==> src/rtl/fse_pkg.sv <==
// Overview of operation
// - Quality reads top byte of feature count
// - Quality register never exceeds 169
// - Seventeen-bit pixel sum, upper byte reported
// - Pixel total 0..223, new each frame
// - Brightest pixel, seven bits, each frame
// - Darkest pixel, seven bits, each frame
// - Sixteen-bit exposure, low 0x0B, high 0x0C
// - Automatic loop adjusts exposure after frames with total outside 0x50..0x90
// - Manual exposure via loop off and bound
// - Exposure clamped to maximum bound at each frame end
// - Loop off sets exposure to bound at each frame end
package fse_pkg;

  // ==========================================================
  // Register offsets
  localparam logic [6:0] ADDR_QUALITY  = 7'h07; // Surface quality
  localparam logic [6:0] ADDR_PIX_SUM  = 7'h08; // Intensity total
  localparam logic [6:0] ADDR_PIX_MAX  = 7'h09; // Brightest pixel
  localparam logic [6:0] ADDR_PIX_MIN  = 7'h0a; // Darkest pixel
  localparam logic [6:0] ADDR_EXPO_LO  = 7'h0b; // Exposure low byte
  localparam logic [6:0] ADDR_EXPO_HI  = 7'h0c; // Exposure high byte

  // ==========================================================
  // Reset values
  localparam logic [7:0]  RST_EXPO_LO  = 8'h20;
  localparam logic [7:0]  RST_EXPO_HI  = 8'h4e;
  localparam logic [15:0] RST_EXPO     = {RST_EXPO_HI, RST_EXPO_LO};
  localparam logic [7:0]  RST_STAT     = 8'h00;

  // ==========================================================
  // Field limits and positions
  localparam logic [7:0]  QUALITY_MAX  = 8'ha9;  // 169
  localparam logic [7:0]  PIX_SUM_MAX  = 8'hdf;  // 223
  localparam int          SUM_LSB      = 9;      // Divide by 512
  localparam int          FEAT_LSB     = 2;      // Divide by 4

  // ==========================================================
  // Exposure loop tuning
  localparam logic [7:0]  AGC_LOW      = 8'h50;  // Too dark below
  localparam logic [7:0]  AGC_HIGH     = 8'h90;  // Too bright above
  localparam logic [15:0] AGC_STEP     = 16'h0100;

  // Statistics collector states, Gray along the path
  typedef enum logic [1:0] {
    FSE_IDLE = 2'b00,
    FSE_ACC  = 2'b01
  } fse_stat_e;

endpackage : fse_pkg

==> src/rtl/fse_frame_stats.sv <==
`timescale 1ns/1ps
// ============================================================
// Frame statistics and exposure register block
module fse_frame_stats (
  // Clock and reset
  input  wire logic        core_clk,
  input  wire logic        sys_rst,
  // Pixel stream from the imager
  input  wire logic        pix_valid,
  input  wire logic        pix_first,
  input  wire logic        pix_last,
  input  wire logic [6:0]  pix_data,
  // Feature count from the tracker
  input  wire logic        feat_valid,
  input  wire logic [9:0]  feat_count,
  // Links to the rest of the unit
  input  wire logic        gain_loop_off,
  input  wire logic [15:0] expo_max_bound,
  // Register port behind the serial interface
  input  wire logic        reg_rd,
  input  wire logic        reg_wr,
  input  wire logic [6:0]  reg_addr,
  input  wire logic [7:0]  reg_wdata,
  output logic [7:0]       reg_rdata,
  output logic             reg_rvalid,
  // Current exposure for the imager
  output logic [15:0]      expo_value
);

  logic [16:0] st_sum;                 // Frame sum
  logic [6:0]  st_max;                 // Frame brightest
  logic [6:0]  st_min;                 // Frame darkest
  logic        st_done;                // Frame complete
  logic [7:0]  qual_ff, nxt_qual;      // Surface quality
  logic [7:0]  sum_ff, nxt_sum;        // Intensity total
  logic [6:0]  max_ff, nxt_max;        // Brightest pixel
  logic [6:0]  min_ff, nxt_min;        // Darkest pixel
  logic [15:0] expo_ff, nxt_expo;      // Exposure count
  logic [7:0]  shadow_ff, nxt_shadow;  // Captured low byte
  logic [7:0]  rdata_ff, nxt_rdata;    // Read data
  logic        rvalid_ff, nxt_rvalid;  // Read answer pulse
  logic [7:0]  sum_byte;               // Truncated frame sum
  logic        unused_w;               // Write data not stored

  // Saturate an 8-bit value at a ceiling
  function automatic logic [7:0] clamp8(input logic [7:0] v,
                                        input logic [7:0] lim);
    clamp8 = (v > lim) ? lim : v;
  endfunction : clamp8

  // Saturate a 16-bit value at a ceiling
  function automatic logic [15:0] clamp16(input logic [16:0] v,
                                          input logic [15:0] lim);
    clamp16 = (v > {1'b0, lim}) ? lim : v[15:0];
  endfunction : clamp16

  // ==========================================================
  // Pixel statistics
  fse_pix_stats u_stats (
    .core_clk   (core_clk),
    .sys_rst    (sys_rst),
    .pix_valid  (pix_valid),
    .pix_first  (pix_first),
    .pix_last   (pix_last),
    .pix_data   (pix_data),
    .frame_sum  (st_sum),
    .frame_max  (st_max),
    .frame_min  (st_min),
    .frame_done (st_done)
  );

  // Only the upper byte of the sum is kept
  assign sum_byte = st_sum[16:fse_pkg::SUM_LSB];
  // Writes are accepted and dropped
  assign unused_w = reg_wr & (|reg_wdata);

  // ==========================================================
  // Statistics and exposure next values
  always_comb begin
    nxt_qual = qual_ff;
    nxt_sum  = sum_ff;
    nxt_max  = max_ff;
    nxt_min  = min_ff;
    nxt_expo = expo_ff;
    // Quality is the count over four, capped
    if (feat_valid) begin
      nxt_qual = clamp8(feat_count[9:fse_pkg::FEAT_LSB],
                        fse_pkg::QUALITY_MAX);
    end
    if (st_done) begin
      nxt_sum = clamp8(sum_byte, fse_pkg::PIX_SUM_MAX);
      nxt_max = st_max;
      nxt_min = st_min;
      if (gain_loop_off) begin
        // Manual mode holds the bound exactly
        nxt_expo = expo_max_bound;
      end else if (sum_byte < fse_pkg::AGC_LOW) begin
        // Too dark: lengthen, never past the bound
        nxt_expo = clamp16({1'b0, expo_ff} + {1'b0, fse_pkg::AGC_STEP},
                           expo_max_bound);
      end else if (sum_byte > fse_pkg::AGC_HIGH) begin
        // Too bright: shorten, floor at one step
        // Subtract only while the result stays at or above one step
        nxt_expo = clamp16((expo_ff >= {fse_pkg::AGC_STEP[14:0], 1'b0}) ?
                           {1'b0, expo_ff - fse_pkg::AGC_STEP} :
                           {1'b0, fse_pkg::AGC_STEP},
                           expo_max_bound);
      end else begin
        // In range, but a lowered bound still applies
        nxt_expo = clamp16({1'b0, expo_ff}, expo_max_bound);
      end
    end
  end

  // ==========================================================
  // Read path next values
  always_comb begin
    nxt_shadow = shadow_ff;
    nxt_rdata  = rdata_ff;
    nxt_rvalid = 1'b0;
    if (reg_rd) begin
      nxt_rvalid = 1'b1;
      if (reg_addr == fse_pkg::ADDR_QUALITY) begin
        nxt_rdata = qual_ff;
      end else if (reg_addr == fse_pkg::ADDR_PIX_SUM) begin
        nxt_rdata = sum_ff;
      end else if (reg_addr == fse_pkg::ADDR_PIX_MAX) begin
        nxt_rdata = {1'b0, max_ff};
      end else if (reg_addr == fse_pkg::ADDR_PIX_MIN) begin
        nxt_rdata = {1'b0, min_ff};
      end else if (reg_addr == fse_pkg::ADDR_EXPO_HI) begin
        // Freeze the partner byte so the pair is coherent
        nxt_rdata  = expo_ff[15:8];
        nxt_shadow = expo_ff[7:0];
      end else if (reg_addr == fse_pkg::ADDR_EXPO_LO) begin
        nxt_rdata = shadow_ff;
      end else begin
        nxt_rdata = 8'h00;
      end
    end
  end

  // ==========================================================
  // Registers
  always_ff @(posedge core_clk) begin
    if (sys_rst) begin
      qual_ff   <= fse_pkg::RST_STAT;
      sum_ff    <= fse_pkg::RST_STAT;
      max_ff    <= 7'h00;
      min_ff    <= 7'h00;
      expo_ff   <= fse_pkg::RST_EXPO;
      shadow_ff <= fse_pkg::RST_EXPO_LO;
      rdata_ff  <= 8'h00;
      rvalid_ff <= 1'b0;
    end else begin
      qual_ff   <= nxt_qual;
      sum_ff    <= nxt_sum;
      max_ff    <= nxt_max;
      min_ff    <= nxt_min;
      expo_ff   <= nxt_expo;
      shadow_ff <= nxt_shadow;
      rdata_ff  <= nxt_rdata;
      rvalid_ff <= nxt_rvalid;
    end
  end

  assign reg_rdata  = rdata_ff;
  assign reg_rvalid = rvalid_ff;
  assign expo_value = expo_ff;

  // ==========================================================
  // Assertions
  property p_qual_cap;
    @(posedge core_clk) disable iff (sys_rst) qual_ff <= 8'ha9;
  endproperty
  a_qual_cap: assert property (p_qual_cap)
    else $error("quality above cap");

  property p_qual_scale;
    @(posedge core_clk) disable iff (sys_rst)
      (feat_valid && feat_count < 10'h2a4) |=>
        qual_ff == $past(feat_count[9:2]);
  endproperty
  a_qual_scale: assert property (p_qual_scale)
    else $error("quality not count over four");

  property p_sum_cap;
    @(posedge core_clk) disable iff (sys_rst) sum_ff <= 8'hdf;
  endproperty
  a_sum_cap: assert property (p_sum_cap)
    else $error("pixel total above cap");

  property p_sum_upd;
    @(posedge core_clk) disable iff (sys_rst)
      (st_done && st_sum[16:9] <= 8'hdf) |=> sum_ff == $past(st_sum[16:9]);
  endproperty
  a_sum_upd: assert property (p_sum_upd)
    else $error("pixel total not sum over 512");

  property p_extremes;
    @(posedge core_clk) disable iff (sys_rst)
      st_done |=> (max_ff == $past(st_max)) && (min_ff == $past(st_min));
  endproperty
  a_extremes: assert property (p_extremes)
    else $error("extremes not updated");

  property p_bound;
    @(posedge core_clk) disable iff (sys_rst)
      st_done |=> expo_ff <= $past(expo_max_bound);
  endproperty
  a_bound: assert property (p_bound)
    else $error("exposure above bound");

  property p_manual;
    @(posedge core_clk) disable iff (sys_rst)
      (st_done && gain_loop_off) |=> expo_ff == $past(expo_max_bound);
  endproperty
  a_manual: assert property (p_manual)
    else $error("manual exposure not applied");

  property p_agc_up;
    @(posedge core_clk) disable iff (sys_rst)
      (st_done && !gain_loop_off && st_sum[16:9] < 8'h50 &&
       expo_ff < expo_max_bound) |=> expo_ff > $past(expo_ff);
  endproperty
  a_agc_up: assert property (p_agc_up)
    else $error("dark frame did not lengthen exposure");

  property p_coherent;
    @(posedge core_clk) disable iff (sys_rst)
      (reg_rd && reg_addr == 7'h0c) ##1 (reg_rd && reg_addr == 7'h0b)
        |=> reg_rdata == $past(expo_ff[7:0], 2);
  endproperty
  a_coherent: assert property (p_coherent)
    else $error("low byte not coherent with high");

  property p_ro;
    @(posedge core_clk) disable iff (sys_rst)
      (reg_wr && !st_done && !feat_valid) |=>
        $stable(expo_ff) && $stable(qual_ff) && $stable(sum_ff);
  endproperty
  a_ro: assert property (p_ro)
    else $error("write changed a register");

  property p_rd_answer;
    @(posedge core_clk) disable iff (sys_rst)
      reg_rd |=> reg_rvalid;
  endproperty
  a_rd_answer: assert property (p_rd_answer)
    else $error("read not answered");

  c_frame:  cover property (@(posedge core_clk) st_done);
  c_manual: cover property (@(posedge core_clk) st_done && gain_loop_off);
  c_pair:   cover property (@(posedge core_clk)
    (reg_rd && reg_addr == 7'h0c) ##1 (reg_rd && reg_addr == 7'h0b));

endmodule : fse_frame_stats

==> src/rtl/fse_pix_stats.sv <==
`timescale 1ns/1ps
// ============================================================
// Per-frame sum, brightest and darkest pixel collector
module fse_pix_stats (
  // Clock and reset
  input  wire logic        core_clk,
  input  wire logic        sys_rst,
  // Pixel stream
  input  wire logic        pix_valid,
  input  wire logic        pix_first,
  input  wire logic        pix_last,
  input  wire logic [6:0]  pix_data,
  // Frame results
  output logic [16:0]      frame_sum,
  output logic [6:0]       frame_max,
  output logic [6:0]       frame_min,
  output logic             frame_done
);

  fse_pkg::fse_stat_e state_ff, nxt_state;   // Collector state
  logic [16:0] acc_ff, nxt_acc;              // Running sum
  logic [6:0]  hi_ff, nxt_hi;                // Running max
  logic [6:0]  lo_ff, nxt_lo;                // Running min
  logic [16:0] sum_ff, nxt_sum;              // Held frame sum
  logic [6:0]  max_ff, nxt_max;              // Held frame max
  logic [6:0]  min_ff, nxt_min;              // Held frame min
  logic        done_ff, nxt_done;            // Frame end pulse
  logic [16:0] add_v;                        // Sum with this pixel
  logic [6:0]  hi_v;                         // Max with this pixel
  logic [6:0]  lo_v;                         // Min with this pixel

  // ==========================================================
  // Next-state logic
  always_comb begin
    nxt_state = state_ff;
    nxt_acc   = acc_ff;
    nxt_hi    = hi_ff;
    nxt_lo    = lo_ff;
    nxt_sum   = sum_ff;
    nxt_max   = max_ff;
    nxt_min   = min_ff;
    nxt_done  = 1'b0;
    // First pixel restarts, so a lost end never poisons a frame
    if (pix_first) begin
      add_v = {10'h000, pix_data};
      hi_v  = pix_data;
      lo_v  = pix_data;
    end else begin
      add_v = acc_ff + {10'h000, pix_data};
      hi_v  = (pix_data > hi_ff) ? pix_data : hi_ff;
      lo_v  = (pix_data < lo_ff) ? pix_data : lo_ff;
    end
    if (pix_valid && (pix_first || state_ff == fse_pkg::FSE_ACC)) begin
      nxt_acc = add_v;
      nxt_hi  = hi_v;
      nxt_lo  = lo_v;
      if (pix_last) begin
        // Publish the completed frame
        nxt_sum   = add_v;
        nxt_max   = hi_v;
        nxt_min   = lo_v;
        nxt_done  = 1'b1;
        nxt_state = fse_pkg::FSE_IDLE;
      end else begin
        nxt_state = fse_pkg::FSE_ACC;
      end
    end
  end

  // ==========================================================
  // State registers
  always_ff @(posedge core_clk) begin
    if (sys_rst) begin
      state_ff <= fse_pkg::FSE_IDLE;
      acc_ff   <= 17'h00000;
      hi_ff    <= 7'h00;
      lo_ff    <= 7'h00;
      sum_ff   <= 17'h00000;
      max_ff   <= 7'h00;
      min_ff   <= 7'h00;
      done_ff  <= 1'b0;
    end else begin
      state_ff <= nxt_state;
      acc_ff   <= nxt_acc;
      hi_ff    <= nxt_hi;
      lo_ff    <= nxt_lo;
      sum_ff   <= nxt_sum;
      max_ff   <= nxt_max;
      min_ff   <= nxt_min;
      done_ff  <= nxt_done;
    end
  end

  assign frame_sum  = sum_ff;
  assign frame_max  = max_ff;
  assign frame_min  = min_ff;
  assign frame_done = done_ff;

endmodule : fse_pix_stats

==> config.mk <==
export PLATFORM = sky130hd
export DESIGN_NAME = fse_frame_stats
export DESIGN_NICKNAME = d
export VERILOG_FILES = /design/src/rtl/fse_pkg.sv /design/src/rtl/fse_frame_stats.sv /design/src/rtl/fse_pix_stats.sv
export SDC_FILE = /design/constraint.sdc
export NUM_CORES = 1
export LEC_CHECK = 0
export ABC_AREA = 1
export BUFFER_PORTS_ARGS = -buffer_cell sky130_fd_sc_hd__buf_2
export CORE_ASPECT_RATIO = 2
export CORE_MARGIN = 4
export CORE_UTILIZATION = 39
export CTS_BUF_LIST = sky130_fd_sc_hd__clkbuf_16
export DETAILED_ROUTE_END_ITERATION = 10
export PLACE_DENSITY = 0.68
export SKIP_LAST_GASP = 1
export SLEW_MARGIN = 40
export SYNTH_ARGS = -nofsm -noshare
export SYNTH_HDL_FRONTEND = slang
export SYNTH_SLANG_ARGS = --single-unit
==> constraint.sdc <==
create_clock -name core_clk -period 3.5 [get_ports core_clk]
set_clock_uncertainty 0.05 [all_clocks]
set_input_delay 0.35 -clock core_clk [delete_from_list [all_inputs] [get_ports core_clk]]
set_output_delay 0.35 -clock core_clk [all_outputs]
set_load 0.01 [all_outputs]
# Word level (Yosys, flattened, before mapping)
# Index checks and enable logic that the tools add are counted.
[classes] muxes=23 bitwise=5 n_eq_ne=7 reduce_logical=7 order_cmp=10 add_sub_neg=3
[ops] operator="$mux 16" count=7
[ops] operator="$mux 8" count=8
[ops] operator="$eq 7x4->1 const B" count=5
[ops] operator="$gt 16x16->1" count=2
[ops] operator="$mux 7" count=4
[ops] operator="$gt 8x8->1 const B" count=3
[ops] operator="$add 16x9->17 const B" count=1
[ops] operator="$add 17x7->17" count=1
[ops] operator="$gt 17x16->1" count=1
[ops] operator="$mux 17" count=1
[ops] operator="$ge 16x10->1 const B" count=1
[ops] operator="$sub 16x9->16 const B" count=1
[ops] operator="$lt 8x7->1 const B" count=1
[ops] operator="$eq 7x3->1 const B" count=1
[ops] operator="$gt 7x7->1" count=1
[ops] operator="$lt 7x7->1" count=1
[ops] operator="$reduce_and 6->1" count=1
[ops] operator="$not 1->1" count=5
[ops] operator="$reduce_and 2->1" count=2
[ops] operator="$reduce_bool 4->1" count=1
[ops] operator="$mux 1" count=3
[ops] operator="$eq 2x1->1 const B" count=1
[ops] operator="$reduce_or 2->1" count=1
[ops] operator="$logic_and 1x1->1" count=1
[ops] operator="$logic_or 1x1->1" count=1
[word_totals] reg_bits=128 output_inout_bits=25 elab_cells=71 input_bits=57

# Longest topological paths before layout
# Gate-level depths: netlist of run 1.
[logic_depth] depth_word=7 ltp_mapped=26 depth_no_buf=25

# Modules after synthesis
# From an unflattened synthesis of run 1, not the netlist that was laid out.
[unflattened] hier_cells=1262 area_unflattened_um2=8299.2
[by_module_without_submodules] mod="fse_frame_stats" cells_per_inst=734 n_inst=1 seq_area_each_um2=1261.2 area_per_inst_um2=4760.8
[by_module_without_submodules] mod="fse_pix_stats" cells_per_inst=528 n_inst=1 seq_area_each_um2=1281.2 area_per_inst_um2=3538.4

# Worst setup path after synthesis of run 1
# Ideal clock, no wire load.
[synth_path] path_kind="reg-to-reg" startpoint="register expo_ff[8], in the netlist expo_value[8]" endpoint="register expo_ff[12], in the netlist expo_value[12]" n_path_buf=2 setup_ns=0.122 slack_ns=0.737 period_less_slack_ns=2.763 arrival_time_ns=2.591 stages_incl_launch_ff=20 required_ns=3.328 path_cell_list="dfxtp_1 inv_1 ha_1 nand3_1 o21ai_4 inv_6 or2_1 inv_1 ha_1 nand2_1 nor3_1 nand2_1 nand2_1 nand2_1 buf_4 buf_6 nand3_1 nand3_1 nand3_1 a21oi_2"
[synth_between] elab_chain_cells=7 elab_cells_between_ends=14 cone_classes="add/sub (2); order compare (4); mux (6); reduce/logical (2)"
[synth_rtl] element="from (decl)" line="fse_frame_stats.sv:38" text="logic [15:0] expo_ff, nxt_expo;"
[synth_rtl] element="from (signal assigned)" line="fse_frame_stats.sv:151" text="expo_ff <= fse_pkg::RST_EXPO;"
[synth_rtl] element="from (signal assigned)" line="fse_frame_stats.sv:160" text="expo_ff <= nxt_expo;"
[synth_rtl] element="$sub 16x9->16 / $ge 16x10->1 (equally long branches)" line="fse_frame_stats.sv:105, fse_frame_stats.sv:104"
[synth_rtl] element="$mux 16" line="fse_frame_stats.sv:104" text="nxt_expo = clamp16((expo_ff >= {fse_pkg::AGC_STEP[14:0], 1'b0}) ?"
[synth_rtl] element="$gt 16x16->1" line="fse_frame_stats.sv:54" text="clamp16 = (v > {1'b0, lim}) ? lim : v[15:0];"
[synth_rtl] element="$mux 16" line="fse_frame_stats.sv:54"
[synth_rtl] element="$mux 16" line="fse_frame_stats.sv:101" text="end else if (sum_byte > fse_pkg::AGC_HIGH) begin"
[synth_rtl] element="$mux 16" line="fse_frame_stats.sv:97" text="end else if (sum_byte < fse_pkg::AGC_LOW) begin"
[synth_rtl] element="$mux 16" line="fse_frame_stats.sv:94" text="if (gain_loop_off) begin"
# Several ways; a longest one is shown, not always the timed one.
# A chain may end at the register's enable or synchronous reset.

# Worst setup path after layout of run 1
[layout_path] startpoint="register expo_ff[8], in the netlist expo_value[8]" endpoint="register expo_ff[11], in the netlist expo_value[11]"
# The elaborated chain is that of the path after synthesis.

==> results.py, run 1 <==
metrics = {
    "timing": {
        "slew_violations": 0,
        "rsz0062_at_grt": "false",
        "finalCritPeriodShare": 0.9433,
        "hold_viol_final": 0,
        "period_minus_slack_ps": 3302,
        "tightest_slew_ps": 630.4,
        "slew_headroom": 0.5788,
        "tns_ps": 0,
        "max_freq_mhz": 302.9,
        "setup_viol": 0,
    },
    "worst_setup_path": {
        "critPathLaunchType": "register",
        "worstPathMaxFanout": 10,
        "worstReg2RegStart": "expo_value[8]$_SDFFE_PP0P_",
        "crit_type": "reg -> reg",
        "arrival_ps": 3610,
        "rr_worst_depth": 20,
        "worstSetupEndpointType": "register",
        "timing.rr.end": "expo_value[11]$_SDFFE_PP1P_",
        "ff2ff_setup_slack_ps": 200,
        "crit_required_ps": 3810,
    },
    "die": {
        "dieWidth_um": 108.0,
        "initial_core_util": 0.3989,
        "dieArea_um2": 22460,
        "core-area_um2": 19550,
        "num_rows": 72,
        "ioPinCount": 82,
        "die_h_um": 208.0,
    },
    "place": {
        "placed_cell_area_um2": 8422,
        "hpwl_um": 18420,
        "io_buffers": 70,
        "gp_congestion": 0.9985,
    },
    "drt": {
        "drc": 0,
        "via_count": 7800,
        "dr.pass1.iters": 5,
        "drt_wl_total_um": 23540,
        "viasPerCell": 5.235,
        "wl_per_cell_um": 15.80,
        "drt_iter0_markers": 449,
        "ant_nets": 0,
    },
    "synth": {
        "syn_area_um2": 7799,
        "synth_enable_flop_cells": 0,
        "yosys.area_share.simple": 0.2652,
        "muxShareOfSynthArea": 0,
        "synthAdderAreaFrac": 0.1036,
        "synth_seq_area_share": 0.3029,
        "yosys_warnings": 0,
        "yosys-top-cells-area": "dfxtp_1 (30%), nand2_1 (11%), ha_1 (10%)",
        "netlist_instances": 1148,
        "yosysTopAreaCellShare": 0.3029,
        "synth_top_family_by_area": "simple AND/OR/NAND/NOR gates",
        "synth_seq_cells": 118,
        "synthXorXnorAreaFrac": 0.01011,
        "ys.flop_type": "dfxtp_1",
        "synth_compound_area_frac": 0.2063,
        "syn_avg_cell_area_um2": 6.793,
        "yosysUniqueCellTypes": 47,
        "async_flop_share": 0,
        "synth.largest_area_cell": "dfxtp_1",
        "synth_nets": 1269,
        "synth_common_cells": "nand2_1 (232), inv_1 (150), a21oi_1 (130)",
        "synth.most_common_cell": "nand2_1",
    },
    "layout": {
        "fillers": 2043,
        "final_area_um2": 9007,
        "post_route_cells_drive_above_1_share": 0.1407,
        "multi_input_area_um2": 4569,
        "nets": 1339,
        "seqCellArea_um2": 2362,
        "synthToLayoutAreaGrowth_pct": 15.50,
    },
    "global_routing": {
        "antenna_found_initial": 1,
        "grt_start_max_net_pins": 51,
        "grt_use_total": 0.2126,
        "grt_pass1_wl_um": 37680,
        "grt-ovfl-total": 0,
        "grt_pass1_vias": 7717,
    },
    "worst_hold_path": {
        "hold_path_depth": 3,
        "whs_endpoint": "qual_ff[0]$_SDFFE_PP0P_",
        "hold_path_class": "in -> reg",
        "min_from": "feat_count[2]",
    },
    "power_and_ir_drop": {
        "p_per_area_nw_per_um2": 413.6,
        "pwr-share-comb": 0.163,
        "vdd_drop_max_uv": 262.6,
        "p_leak_uw": 0.004320,
        "internal-power_uw": 2651,
        "power_frac_seq": 0.387,
        "clkPwrFrac": 0.450,
        "swShare": 0.2884,
        "switchingPower_uw": 1075,
    },
    "clock_network": {
        "cts.sinks": 118,
        "cts.clk_slew.worst_paths_ps": 60,
        "postCtsHoldBufs": 0,
        "cts_buffers": 17,
        "h-tree-depth": 4,
        "clockBufferDepth": 2,
        "clock_latency_ps": 410,
        "cts-root-buf": "clkbuf_16",
        "cts_tree": "yes",
    },
    "outcome": {
        "status": "complete, no violations",
    },
    "job": {
        "max_cap_violations": 0,
    },
}
power groups by stage:
stage	clock network, uW	logic [uW]	registers (uW)
final	1680	607	1440
after CTS	1710	606	1440
after global placement	0	592	1470
after floorplan	0	430	1470
after detailed placement	0	602	1470
after global routing	1760	689	1450
timing repair:
action                                  4_1_cts  5_1_grt
resized for setup                             0        1
endpoints found under the setup margin        0        8
hold endpoints to repair                      0        0
setup buffers                                 0        2
through the flow:
stage                     std cells  setup WS (ps)    util  power [uW]  hold slack, ps
after floorplan                1148          737.1       -        1896           370.7
after global placement         1456          266.9  0.4308        2062           377.6
after detailed placement       1456          172.9  0.4308        2073           388.6
after CTS                      1487          154.0  0.4596        3759           139.2
after global routing           1490          34.01  0.4608        3898           167.4
final                          1490          198.4  0.4608        3726           158.5
placed cells by master (no fill, tap or decap), types with 8 or more instances in the layout:
cell type,count
nand4_1,18
a21o_1,12
clkinv_1,8
o211ai_1,16
ha_1,63
xor2_1,9
inv_1,151
nor2_1,70
inv_2,11
a21oi_1,130
buf_4,24
nand3_1,97
nand2_1,232
dfxtp_1,118
nor2_2,8
o21ai_0,98
clkbuf_16,17
buf_2,70
per-layer routing:
metal,share of wire,up-vias,global-route usage
met5,0,-,0
met4,0.061,0,0.1382
met3,0.029,79,0.03629
met2,0.55,183,0.4078
met1,0.36,3578,0.1979
li1,-,3960,-
critical path, stage by stage, from the launching register on:
cell and delay (ps):
dfxtp_1 310, inv_1 170, ha_1 180, nand3_1 110, o21ai_4 280, inv_6 130
or2_1 260, inv_1 60, ha_1 210, nand2_1 120, o21ai_0 140, a21oi_1 280
nand2_1 90, nand2_1 140, nand2_1 170, buf_12 190, nand2_1 50, nand3_1 70
nand3_1 90, nand2_1 70, nand2_1 50
area by class of cell:
class / instances / share of cell area
well taps: 259 / 0.03598
clock buffers: 17 / 0.04723
multi-input cells: 818 / 0.5073
repair buffers: 95 / 0.06112
diodes: 1 / 0.0002778
inverters: 168 / 0.07057
clock inverters: 14 / 0.01528
flip-flops and latches: 118 / 0.2623
state kept, by name (all words and copies together), names as in the netlist, 8 cells and up:
| name | cells |
|---|---|
| sum_ff | 8 |
| shadow_ff | 8 |
| reg_rdata | 8 |
| u_stats.frame_sum | 8 |
| u_stats.acc_ff | 17 |
| qual_ff | 8 |
| expo_value | 16 |
worst max-delay path by stage:
stage / startpoint / end / slack [ps] / cells past startpoint
after floorplan: expo_value[8]$_SDFFE_PP0P_ / expo_value[12]$_SDFFE_PP0P_ / 740 / 19
after global placement: expo_value[8]$_SDFFE_PP0P_ / expo_value[11]$_SDFFE_PP1P_ / 270 / 20
after detailed placement: expo_value[8]$_SDFFE_PP0P_ / expo_value[10]$_SDFFE_PP1P_ / 170 / 20
after CTS: expo_value[8]$_SDFFE_PP0P_ / expo_value[13]$_SDFFE_PP0P_ / 150 / 19
after global routing: expo_value[8]$_SDFFE_PP0P_ / expo_value[15]$_SDFFE_PP0P_ / 30 / 19
final: expo_value[8]$_SDFFE_PP0P_ / expo_value[11]$_SDFFE_PP1P_ / 200 / 20
cells by family (layout without fill, tap and decap cells):
logic type / after synthesis / after routing
buffers and inverters: 212 / 294
flip-flops: 118 / 118
other: 0 / 1
AO/OA/AOI/OAI: 288 / 288
adder cells (fa/ha/maj): 64 / 64
AND/OR/NAND/NOR: 457 / 457
XOR/XNOR: 9 / 9
Power figures use the tool's default switching activity.
==> inputs of run 2 (changes only) <==
clock period = 4.15 ns   (was 3.5 ns; I/O delays follow)
==> results.py, run 2 (synthesis results as in run 1) <==
metrics = {
    "worst_setup_path": {
        "crit_path_cell_trace": "inv_1, ha_1, nand3_1, o21ai_4, inv_6, nor2_1, ha_1, a21oi_1, o21ai_0, a21oi_1, nand2_1, nand2_1, nand2_1, nand2_1, nand2_1, nand2_1, nand2_1, nand2_1, nand2_1",
        "worstPathMaxFanout": 11,
        "arrival_ps": 3740,
        "worstSetupEndpointType": "register",
        "slowest_delay_ps": 420,
        "cpMostUsedCell": "nand2_1",
        "crit_required_ps": 4420,
        "crit_type": "reg -> reg",
        "critPathLaunchType": "register",
        "cp_slowest_cell": "dfxtp_1",
    },
    "drt": {
        "viasPerCell": 5.267,
        "dr.pass1.iters": 8,
        "ant_nets": 0,
        "drc": 0,
        "drt_iter0_markers": 396,
        "wl_per_cell_um": 15.78,
        "drt_wl_total_um": 23310,
        "via_count": 7780,
    },
    "job": {
        "max_cap_violations": 0,
    },
    "clock_network": {
        "clockBufferDepth": 2,
        "clock_latency_ps": 430,
        "cts_tree": "yes",
        "postCtsHoldBufs": 0,
        "h-tree-depth": 4,
        "cts.clk_slew.worst_paths_ps": 60,
        "cts_resized": 0,
        "post_cts_buffers": 0,
        "cts.sinks": 118,
        "cts-root-buf": "clkbuf_16",
        "cts_buffers": 17,
    },
    "power_and_ir_drop": {
        "vdd_drop_max_uv": 245.9,
        "p_leak_uw": 0.004245,
        "p_per_area_nw_per_um2": 352.3,
    },
    "worst_hold_path": {
        "hold_path_class": "in -> reg",
    },
    "layout": {
        "nets": 1325,
        "synthToLayoutAreaGrowth_pct": 13.80,
        "final_area_um2": 8875,
        "final_cell_mix": "nand2_1 (232), inv_1 (150), a21oi_1 (130)",
        "post_route_cells_drive_above_1_share": 0.1315,
        "utilization": 0.4540,
        "top_register": "u_stats.acc_ff",
        "largest_reg_flops": 17,
        "fillers": 2056,
        "multi_input_area_um2": 4564,
        "seqCellArea_um2": 2362,
        "layout_commonest_cell": "nand2_1",
    },
    "timing": {
        "holdWs_ps": 201.7,
        "slew_violations": 0,
        "hold_viol_final": 0,
        "tns_ps": 0,
        "setup_viol": 0,
        "slew_headroom": 0.5733,
        "rsz0062_at_grt": "false",
        "tightest_slew_ps": 640.0,
        "max_freq_mhz": 288.5,
        "finalCritPeriodShare": 0.8352,
        "period_minus_slack_ps": 3466,
    },
    "die": {
        "dieArea_um2": 22460,
        "core-area_um2": 19550,
        "die_h_um": 208.0,
        "initial_core_util": 0.3989,
        "dieWidth_um": 108.0,
        "ioPinCount": 82,
        "num_rows": 72,
    },
    "place": {
        "placed_cell_area_um2": 8319,
        "hpwl_um": 17810,
        "io_buffers": 70,
        "gp_congestion": 0.9440,
    },
    "outcome": {
        "status": "complete, no violations",
    },
    "global_routing": {
        "grt_start_max_net_pins": 63,
        "grt_pass1_vias": 7602,
        "grt-ovfl-total": 0,
        "grt_use_total": 0.2107,
        "antenna_found_initial": 1,
        "grt_pass1_wl_um": 37330,
    },
}
run 2: layout make-up:
class / count / share of cell area
diodes: 1 / 0.0002820
clock buffers: 17 / 0.04793
clock inverters: 15 / 0.01438
inverters: 168 / 0.07162
multi-input cells: 818 / 0.5143
flip-flops and latches: 118 / 0.2662
well taps: 259 / 0.03651
repair buffers: 81 / 0.04878
run 2: through the flow:
stage               instances  total power [uW]  setup slack, ps
global placement         1444              1728            719.7
finish                   1477              3126            683.8
floorplan                1148              1599             1387
CTS                      1476              3147            727.5
global route             1477              3269            408.3
detailed placement       1444              1739            741.4
run 2: per-layer routing:
| layer | share of wire | GRT usage | up-vias | wire, um |
|---|---|---|---|---|
| li1 | - | - | 3945 | - |
| met3 | 0.037 | 0.03474 | 73 | 856 |
| met2 | 0.55 | 0.4007 | 190 | 12830 |
| met1 | 0.36 | 0.2029 | 3572 | 8439 |
| met5 | 0 | 0 | - | 0 |
| met4 | 0.051 | 0.1299 | 0 | 1182 |
run 2: power breakdown:
part / internal, uW / switching, uW / leakage, uW / total [uW]
sequential: 1190 / 36.4 / 0.000963 / 1220
clock: 823 / 580 / 0.000266 / 1400
combinational: 171 / 331 / 0.00302 / 501
total: 2180 / 947 / 0.00425 / 3130
run 2: worst paths after layout:
check,from,to,slack (ps),cells after the start
setup / recovery,expo_value[8]$_SDFFE_PP0P_,expo_value[5]$_SDFFE_PP1P_,680,19
hold / removal,expo_max_bound[4],expo_value[4]$_SDFFE_PP0P_,200,3
setup reg to reg,expo_value[8]$_SDFFE_PP0P_,expo_value[5]$_SDFFE_PP1P_,680,19
hold reg to reg,u_stats.frame_max[3]$_SDFFE_PP0P_,u_stats.frame_max[3]$_SDFFE_PP0P_,400,1
run 2: critical path, delay by kind of cell, from the launching register on:
kind,cells,cell delay [ps]
buffers and inverters,2,350
AND/OR/NAND/NOR,11,1230
AO/OA/AOI/OAI,4,840
flip-flops,1,420
adder cells (fa/ha/maj),2,460
